[src/design/tap_regs.vh]
// tap_regs.vh: instruction codes, capture pattern and id fields of the test port
// assumes: included by the test port design files only
`ifndef TAP_REGS_VH
`define TAP_REGS_VH
`define IR_WIDTH          4
`define IR_CAPTURE        4'h1
`define INS_EXTEST        4'h0
`define INS_SAMPLE        4'h1
`define INS_IDCODE        4'h2
`define INS_CLAMP         4'h3
`define INS_HIGHZ         4'h4
`define INS_OFFSET_READ   4'h7
`define INS_THRESH_WRITE  4'h8
`define INS_BYPASS        4'hf
`define ID_WIDTH          32
`define ID_VERSION_LSB    28
`define ID_PART_LSB       12
`define ID_MFR_LSB        1
`define RESET_TMS_EDGES   5
`endif

[src/design/tap_shift_reg.v]
// tap_shift_reg.v: generic capture/shift data register of the test port
// assumes: capture and shift are one-cycle strobes on a rising test-clock edge
`include "tap_regs.vh"
module tap_shift_reg #(
  parameter WIDTH = 32
) (
  // clock
  input  wire             clk,
  input  wire             rst_n,
  input  wire             ce,
  // control
  input  wire             capture,
  input  wire             shift,
  input  wire [WIDTH-1:0] cap_data,
  input  wire             sin,
  // result
  output wire             sout,
  output wire [WIDTH-1:0] value
);
  reg  [WIDTH-1:0] sr_r;
  // one spare bit on top keeps the shift a plain part-select even at width one
  wire [WIDTH:0]   sh_w = {sin, sr_r};

  always @(posedge clk) begin
    if (!rst_n) begin
      sr_r <= {WIDTH{1'b0}};
    end else if (ce) begin
      if (capture) begin
        sr_r <= cap_data;
      end else if (shift) begin
        sr_r <= sh_w[WIDTH:1];
      end
    end
  end

  assign sout  = sr_r[0];
  assign value = sr_r;
endmodule

[src/design/tap_controller.v]
// tap_controller.v: boundary-scan test access port, state machine and scan paths
// assumes: test pins are asynchronous to clk; clk is far faster than the test clock
`include "tap_regs.vh"
module tap_controller #(
  parameter [3:0]  ID_VERSION = 4'h0,    // arbitrary value
  parameter [15:0] ID_PART    = 16'h0001, // arbitrary value
  parameter [10:0] ID_MFR     = 11'h001, // arbitrary value
  parameter        OFS_WIDTH  = 32
) (
  // system clock
  input  wire                 clk,
  input  wire                 rst_n,
  input  wire                 ce,
  // test pins
  input  wire                 tclk,
  input  wire                 tms,
  input  wire                 tdi,
  input  wire                 trst_n,
  output reg                  tdo,
  output reg                  tdo_oe,
  // device side
  input  wire [OFS_WIDTH-1:0] offset_rd_data,
  output reg  [OFS_WIDTH-1:0] offset_wr_data,
  output reg                  offset_wr_stb,
  output reg                  test_active,
  output reg                  outputs_clamp,
  output reg                  outputs_highz,
  output reg                  tap_ready
);
  // ----------------------------------------------------------------
  // states
  // ----------------------------------------------------------------
  localparam [15:0] S_TLR = 16'h0001, S_RTI = 16'h0002, S_SDR = 16'h0004,
                    S_CDR = 16'h0008, S_SHD = 16'h0010, S_E1D = 16'h0020,
                    S_PDR = 16'h0040, S_E2D = 16'h0080, S_UDR = 16'h0100,
                    S_SIR = 16'h0200, S_CIR = 16'h0400, S_SHI = 16'h0800,
                    S_E1I = 16'h1000, S_PIR = 16'h2000, S_E2I = 16'h4000,
                    S_UIR = 16'h8000;

  // ----------------------------------------------------------------
  // pin synchronisers and test clock edges
  // ----------------------------------------------------------------
  reg [1:0] tclk_s_r, tms_s_r, tdi_s_r, trst_s_r;
  reg       tclk_d_r;
  always @(posedge clk) begin
    if (!rst_n) begin
      tclk_s_r <= 2'h0;
      tms_s_r  <= 2'h3;
      tdi_s_r  <= 2'h0;
      // idle high: releasing rst_n must not look like a test reset
      trst_s_r <= 2'h3;
      tclk_d_r <= 1'b0;
    end else if (ce) begin
      tclk_s_r <= {tclk_s_r[0], tclk};
      tms_s_r  <= {tms_s_r[0], tms};
      tdi_s_r  <= {tdi_s_r[0], tdi};
      trst_s_r <= {trst_s_r[0], trst_n};
      tclk_d_r <= tclk_s_r[1];
    end
  end
  wire t_rise = tclk_s_r[1] & ~tclk_d_r;
  wire t_fall = ~tclk_s_r[1] & tclk_d_r;
  wire tms_q  = tms_s_r[1];
  wire tdi_q  = tdi_s_r[1];
  wire trst_a = ~trst_s_r[1];

  // ----------------------------------------------------------------
  // state machine
  // ----------------------------------------------------------------
  // the state register is not cleared by rst_n: only the test reset or the
  // mode-high sequence brings it to a defined state
  reg [15:0] state_r;
  reg [15:0] state_nxt;
  reg        known_r;

  always @* begin
    case (state_r)
      S_TLR:   state_nxt = tms_q ? S_TLR : S_RTI;
      S_RTI:   state_nxt = tms_q ? S_SDR : S_RTI;
      S_SDR:   state_nxt = tms_q ? S_SIR : S_CDR;
      S_CDR:   state_nxt = tms_q ? S_E1D : S_SHD;
      S_SHD:   state_nxt = tms_q ? S_E1D : S_SHD;
      S_E1D:   state_nxt = tms_q ? S_UDR : S_PDR;
      S_PDR:   state_nxt = tms_q ? S_E2D : S_PDR;
      S_E2D:   state_nxt = tms_q ? S_UDR : S_SHD;
      S_UDR:   state_nxt = tms_q ? S_SDR : S_RTI;
      S_SIR:   state_nxt = tms_q ? S_TLR : S_CIR;
      S_CIR:   state_nxt = tms_q ? S_E1I : S_SHI;
      S_SHI:   state_nxt = tms_q ? S_E1I : S_SHI;
      S_E1I:   state_nxt = tms_q ? S_UIR : S_PIR;
      S_PIR:   state_nxt = tms_q ? S_E2I : S_PIR;
      S_E2I:   state_nxt = tms_q ? S_UIR : S_SHI;
      S_UIR:   state_nxt = tms_q ? S_SDR : S_RTI;
      default: state_nxt = tms_q ? S_TLR : S_RTI;
    endcase
  end

  // tms-high edge counter forces reset from any state, even undefined
  reg  [2:0] ones_r;
  wire       five_ones = t_rise & tms_q & (ones_r >= 3'h4);
  always @(posedge clk) begin
    if (ce) begin
      if (trst_a || five_ones) begin
        state_r <= S_TLR;
      end else if (t_rise) begin
        state_r <= state_nxt;
      end
    end
  end
  // the counter and the reset-seen flag are helpers, not test state: rst_n
  // clears them so that the mode-high sequence works right after power-up
  always @(posedge clk) begin
    if (!rst_n) begin
      ones_r  <= 3'h0;
      known_r <= 1'b0;
    end else if (ce) begin
      if (trst_a) begin
        ones_r  <= 3'h0;
        known_r <= 1'b1;
      end else if (t_rise) begin
        ones_r <= tms_q ? ((ones_r == 3'h7) ? ones_r : ones_r + 3'h1) : 3'h0;
        if (five_ones) begin
          known_r <= 1'b1;
        end
      end
    end
  end
  // the unknown state is reported until a reset has happened
  wire in_tlr = known_r & (state_r == S_TLR);

  // ----------------------------------------------------------------
  // instruction path
  // ----------------------------------------------------------------
  wire [3:0] ir_sr;
  wire       ir_sout;
  reg  [3:0] ir_cur_r;
  tap_shift_reg #(.WIDTH(`IR_WIDTH)) u_ir (
    .clk      (clk),
    .rst_n    (rst_n),
    .ce       (ce),
    .capture  (t_rise & (state_r == S_CIR)),
    .shift    (t_rise & (state_r == S_SHI)),
    .cap_data (`IR_CAPTURE),
    .sin      (tdi_q),
    .sout     (ir_sout),
    .value    (ir_sr)
  );

  always @(posedge clk) begin
    if (!rst_n) begin
      ir_cur_r <= `INS_IDCODE;
    end else if (ce) begin
      if (trst_a || (t_rise && in_tlr)) begin
        ir_cur_r <= `INS_IDCODE;
      end else if (t_fall && state_r == S_UIR) begin
        ir_cur_r <= ir_sr;
      end
    end
  end

  // ----------------------------------------------------------------
  // data registers
  // ----------------------------------------------------------------
  wire sel_id  = (ir_cur_r == `INS_IDCODE);
  wire sel_ofr = (ir_cur_r == `INS_OFFSET_READ);
  wire sel_ofw = (ir_cur_r == `INS_THRESH_WRITE);
  wire sel_bsr = (ir_cur_r == `INS_EXTEST) | (ir_cur_r == `INS_SAMPLE);
  // boundary cells are not modelled; their codes use the single stage too
  wire sel_byp = ~(sel_id | sel_ofr | sel_ofw);
  wire cap_dr  = t_rise & (state_r == S_CDR);
  wire sh_dr   = t_rise & (state_r == S_SHD);

  wire [31:0] id_word = {ID_VERSION, ID_PART, ID_MFR, 1'b1};
  wire id_sout, byp_sout, ofs_sout;
  wire [OFS_WIDTH-1:0] ofs_val;

  tap_shift_reg #(.WIDTH(`ID_WIDTH)) u_id (
    .clk(clk), .rst_n(rst_n), .ce(ce),
    .capture(cap_dr & sel_id), .shift(sh_dr & sel_id),
    .cap_data(id_word), .sin(tdi_q), .sout(id_sout), .value()
  );
  tap_shift_reg #(.WIDTH(1)) u_single_stage_pass_register (
    .clk(clk), .rst_n(rst_n), .ce(ce),
    .capture(cap_dr & (sel_byp | sel_bsr)), .shift(sh_dr & (sel_byp | sel_bsr)),
    .cap_data(1'b0), .sin(tdi_q), .sout(byp_sout), .value()
  );
  tap_shift_reg #(.WIDTH(OFS_WIDTH)) u_ofs (
    .clk(clk), .rst_n(rst_n), .ce(ce),
    .capture(cap_dr & (sel_ofr | sel_ofw)), .shift(sh_dr & (sel_ofr | sel_ofw)),
    .cap_data(offset_rd_data), .sin(tdi_q), .sout(ofs_sout), .value(ofs_val)
  );

  // ----------------------------------------------------------------
  // outputs; tdo changes on the falling test edge
  // ----------------------------------------------------------------
  always @(posedge clk) begin
    if (!rst_n) begin
      tdo <= 1'b0;
      tdo_oe <= 1'b0;
      offset_wr_data <= {OFS_WIDTH{1'b0}};
      offset_wr_stb <= 1'b0;
      test_active <= 1'b0;
      outputs_clamp <= 1'b0;
      outputs_highz <= 1'b0;
      tap_ready <= 1'b0;
    end else if (ce) begin
      offset_wr_stb <= 1'b0;
      tap_ready <= known_r;
      // test control only away from reset and for active codes
      test_active   <= known_r & ~in_tlr & (sel_bsr | sel_ofw | (ir_cur_r == `INS_CLAMP));
      outputs_clamp <= known_r & ~in_tlr & (ir_cur_r == `INS_CLAMP);
      outputs_highz <= known_r & ~in_tlr & (ir_cur_r == `INS_HIGHZ);
      if (t_fall && sel_ofw && state_r == S_UDR) begin
        offset_wr_data <= ofs_val; // relies on serial pins held off
        offset_wr_stb  <= 1'b1;
      end
      if (t_fall) begin
        tdo_oe <= (state_r == S_SHI) | (state_r == S_SHD);
        tdo    <= (state_r == S_SHI) ? ir_sout :
                  sel_id ? id_sout : (sel_ofr | sel_ofw) ? ofs_sout : byp_sout;
      end
    end
  end
endmodule

[config.mk]
export PLATFORM = sky130hd
export DESIGN_NAME = tap_controller
export DESIGN_NICKNAME = d
export VERILOG_FILES = /design/src/design/tap_shift_reg.v /design/src/design/tap_controller.v
export VERILOG_INCLUDE_DIRS = /design/src /design/src/design
export SDC_FILE = /design/constraint.sdc
export NUM_CORES = 1
export LEC_CHECK = 0
export BUFFER_PORTS_ARGS = -buffer_cell sky130_fd_sc_hd__buf_2
export CELL_PAD_IN_SITES_DETAIL_PLACEMENT = 1
export CELL_PAD_IN_SITES_GLOBAL_PLACEMENT = 1
export CORE_MARGIN = 4
export CORE_UTILIZATION = 25
export DETAILED_ROUTE_END_ITERATION = 8
export GPL_TIMING_DRIVEN = 0
export PLACE_DENSITY_LB_ADDON = 0.1
export REMOVE_ABC_BUFFERS = 1
export SKIP_LAST_GASP = 1
export SLEW_MARGIN = 20
export SYNTH_ARGS = -nofsm -noshare
export SYNTH_HDL_FRONTEND = slang
export SYNTH_SLANG_ARGS = --single-unit
[constraint.sdc]
create_clock -name clk -period 3.2 [get_ports clk]
set_input_delay 0.48 -clock clk [delete_from_list [all_inputs] [get_ports clk]]
set_output_delay 0.48 -clock clk [all_outputs]
set_load 0.05 [all_outputs]
==> flow_summary.json <==
{
  "nNetsFinal": 809,
  "hold_viol_final": 0,
  "min_from": "trst_n",
  "cts_tree": "yes",
  "yosysWarnings": 0,
  "period_needed_ps": 2895,
  "grt_pass1_vias": 5459,
  "die_x_um": 166.9,
  "cap_viol_max_count": 0,
  "clk_latency_ps": 420,
  "fmax_mhz": 345.5,
  "antenna_found_initial": 0,
  "core_sq_mm": 0.02460,
  "period_share_pct": 90.46,
  "finalNonFillerCells": 1105,
  "reg2reg_depth": 7,
  "tightest_slew_ps": 767.0,
  "portBuffers": 77,
  "chipHeight_um": 166.9,
  "diodes": 0,
  "cts_resized": 0,
  "cts-root-buf": "clkbuf_16",
  "crit_required_ps": 3510,
  "grt_usage_pct": 12.59,
  "routed_via_density": 4.715,
  "cts_max_path_buffers": 2,
  "grt-ovfl-total": 0,
  "initial_core_util_pct": 25.64,
  "place.gp.congestion": 0.7845,
  "synth_top_flop_cell": "dfxtp_1",
  "ant_nets": 0,
  "powerDensity_mw_per_mm2": 512.1,
  "ff2ff_setup_slack_ps": 310,
  "regArea_sq_mm": 0.002983,
  "ys_seq_area_share_pct": 47.27,
  "io_pins": 78,
  "drive_gt1_share_pct": 18.44,
  "crit_fanout": 34,
  "nFillCells": 2911,
  "cp-start-kind": "register",
  "timing.rr.start": "state_r[8]",
  "cp_data_arrival_time_ps": 3200,
  "end_kind": "register",
  "cts_buffers": 17,
  "hold_class": "input port to register",
  "num_rows": 57,
  "final-max-slew-violation-count": 0,
  "postSynthCellCount": 713,
  "drc": 0,
  "status": "finished clean",
  "multiInputGateArea_sq_mm": 0.003054,
  "dr.pass1.iters": 4,
  "synthToLayoutAreaGrowth_pct": 21.30,
  "via_count": 5210,
  "min_to": "trst_s_r[0]",
  "r2r-end": "u_ofs.value[22]",
  "yosysUniqueCellTypes": 63,
  "cellLeakagePower_nw": 3.101,
  "hpwl_mm": 11.89,
  "cts.clk_slew.worst_paths_ps": 70,
  "wirelength_mm": 17.31,
  "ir_worst_vdd_mv": 0.2283,
  "max_slew_margin_pct": 48.74,
  "drtIter0Drc": 209,
  "wire_per_inst_um": 15.66,
  "final_util_pct": 31.11,
  "place_inst": 1070,
  "synth-seq-cells": 141,
  "skew_ps": 10.56,
  "synthArstFlopShare_pct": 0,
  "synth-edff-count": 16,
  "rsz0062_at_grt": "no",
  "critPathKind": "register to register",
  "synth.avg_cell_area_sq_um": 8.850,
  "worstHoldPathCells": 3,
  "clock_sinks": 141,
  "htreeDepth": 4,
  "setup_viol": 0,
  "grt_max_degree": 71,
  "grt_pass1_wl_mm": 28.90,
  "die_area_sq_mm": 0.02785,
  "syn_area_sq_mm": 0.006310
}
==> flip-flops by register name (all words and copies together) (netlist names), 2 cells and up <==
register        count
ones_r              3
ir_cur_r            4
u_id.value         32
tms_s_r             2
u_ofs.value        32
state_r            16
u_ir.value          4
tclk_s_r            2
tdi_s_r             2
offset_wr_data     32
trst_s_r            2
==> how the worst max path moves through the flow <==
stage                startpoint         endpoint  slack, ps
finish               state_r[8]  u_ofs.value[22]        310
global route         state_r[8]  u_ofs.value[17]         60
CTS                  state_r[8]   u_ofs.value[5]        190
detailed placement   state_r[8]  u_ofs.value[28]        200
global placement    state_r[12]  u_ofs.value[31]      -2120
floorplan            state_r[5]  u_ofs.value[31]       -340
==> worst max-delay path: stages, from the launching register on <==
cell and delay, ps:
edfxtp_1 500, nor4_4 490, and2_1 410, nand4_4 190
nor2_4 670, buf_12 270, nand3_1 100, o211a_1 140
==> power breakdown <==
part	switching, mW	internal, mW	total, mW
Combinational	0.0595	0.0494	0.109
Sequential	0.0158	1.79	1.81
Clock	0.890	1.11	2.00
==> cell usage after synthesis (9+ instances only) <==
cell type / number / area share (%)
nand2_1: 175 / 10
edfxtp_1: 16 / 7.6
nor2_1: 25 / 1.5
mux2i_1: 13 / 2.1
a21boi_1: 37 / 4.4
a21boi_0: 27 / 3.2
nand3_1: 71 / 5.6
buf_4: 9 / 1.1
nor2b_1: 19 / 1.9
clkbuf_1: 26 / 1.5
dfxtp_1: 125 / 40
o211a_1: 33 / 5.2
buf_2: 17 / 1.3
==> metal layers <==
| layer | up-vias | track usage (%) | part of all wire, % |
|---|---|---|---|
| met2 | 54 | 21.31 | 49 |
| met3 | 13 | 2.441 | 2.3 |
| met1 | 2548 | 16.26 | 48 |
| li1 | 2595 | - | - |
| met5 | - | 0 | 0 |
| met4 | 0 | 3.842 | 1.2 |
==> cell type report <==
cell class                 count  share of cell area [%]
multi-input combinational    512                   39.91
sequential                   141                   38.97
timing repair buffer          91                   7.634
clock buffer                  19                   6.065
tap                          324                   5.297
clock inverter                13                   1.880
inverter                       5                  0.2452
==> metrics by stage <==
stage	setup WS [ps]	setup TNS, ps	total power [mW]	hold slack [ps]	cell area, sq um
floorplan	-337.5	-658.7	1.890	431.0	6040
global placement	-2117	-110970	1.958	435.8	6830
detailed placement	203.8	0	1.962	442.3	7023
CTS	191.0	0	4.007	254.5	7631
global route	55.38	0	4.094	270.7	7654
finish	305.2	0	3.920	274.1	7654
==> layout by cell type (no fill, tap or decap), types with 5 or more instances in the layout <==
cell type    n
nor4_1       7
a21boi_1    37
o21ai_0      7
nor2b_1     19
and3_1       5
nor3_1       7
dfxtp_1    125
clkbuf_16   18
buf_2       76
o211a_1     33
inv_1        5
a21boi_0    27
nand2_1    175
nor2_1      25
nand4_1      5
and2_1       6
edfxtp_1    16
o21a_1       5
a21oi_1      5
inv_6        5
nand3_1     71
mux2i_1     13
==> repair_timing <==
item	4_1_cts	5_1_grt
buffers inserted	0	3
hold buffers	0	0
setup endpoints to repair	0	2
==> cells by family (layout without fill, tap and decap cells) <==
logic type	after synthesis	in the layout	synth area share, %
compound gates	133	133	17.03
xor+xnor	7	7	0.9717
fa+ha+maj	2	2	0.3965
buf+inv	60	128	4.580
flops	141	141	47.27
mux	13	13	2.062
simple gates	357	357	27.68
Power figures use the tool's default switching activity.
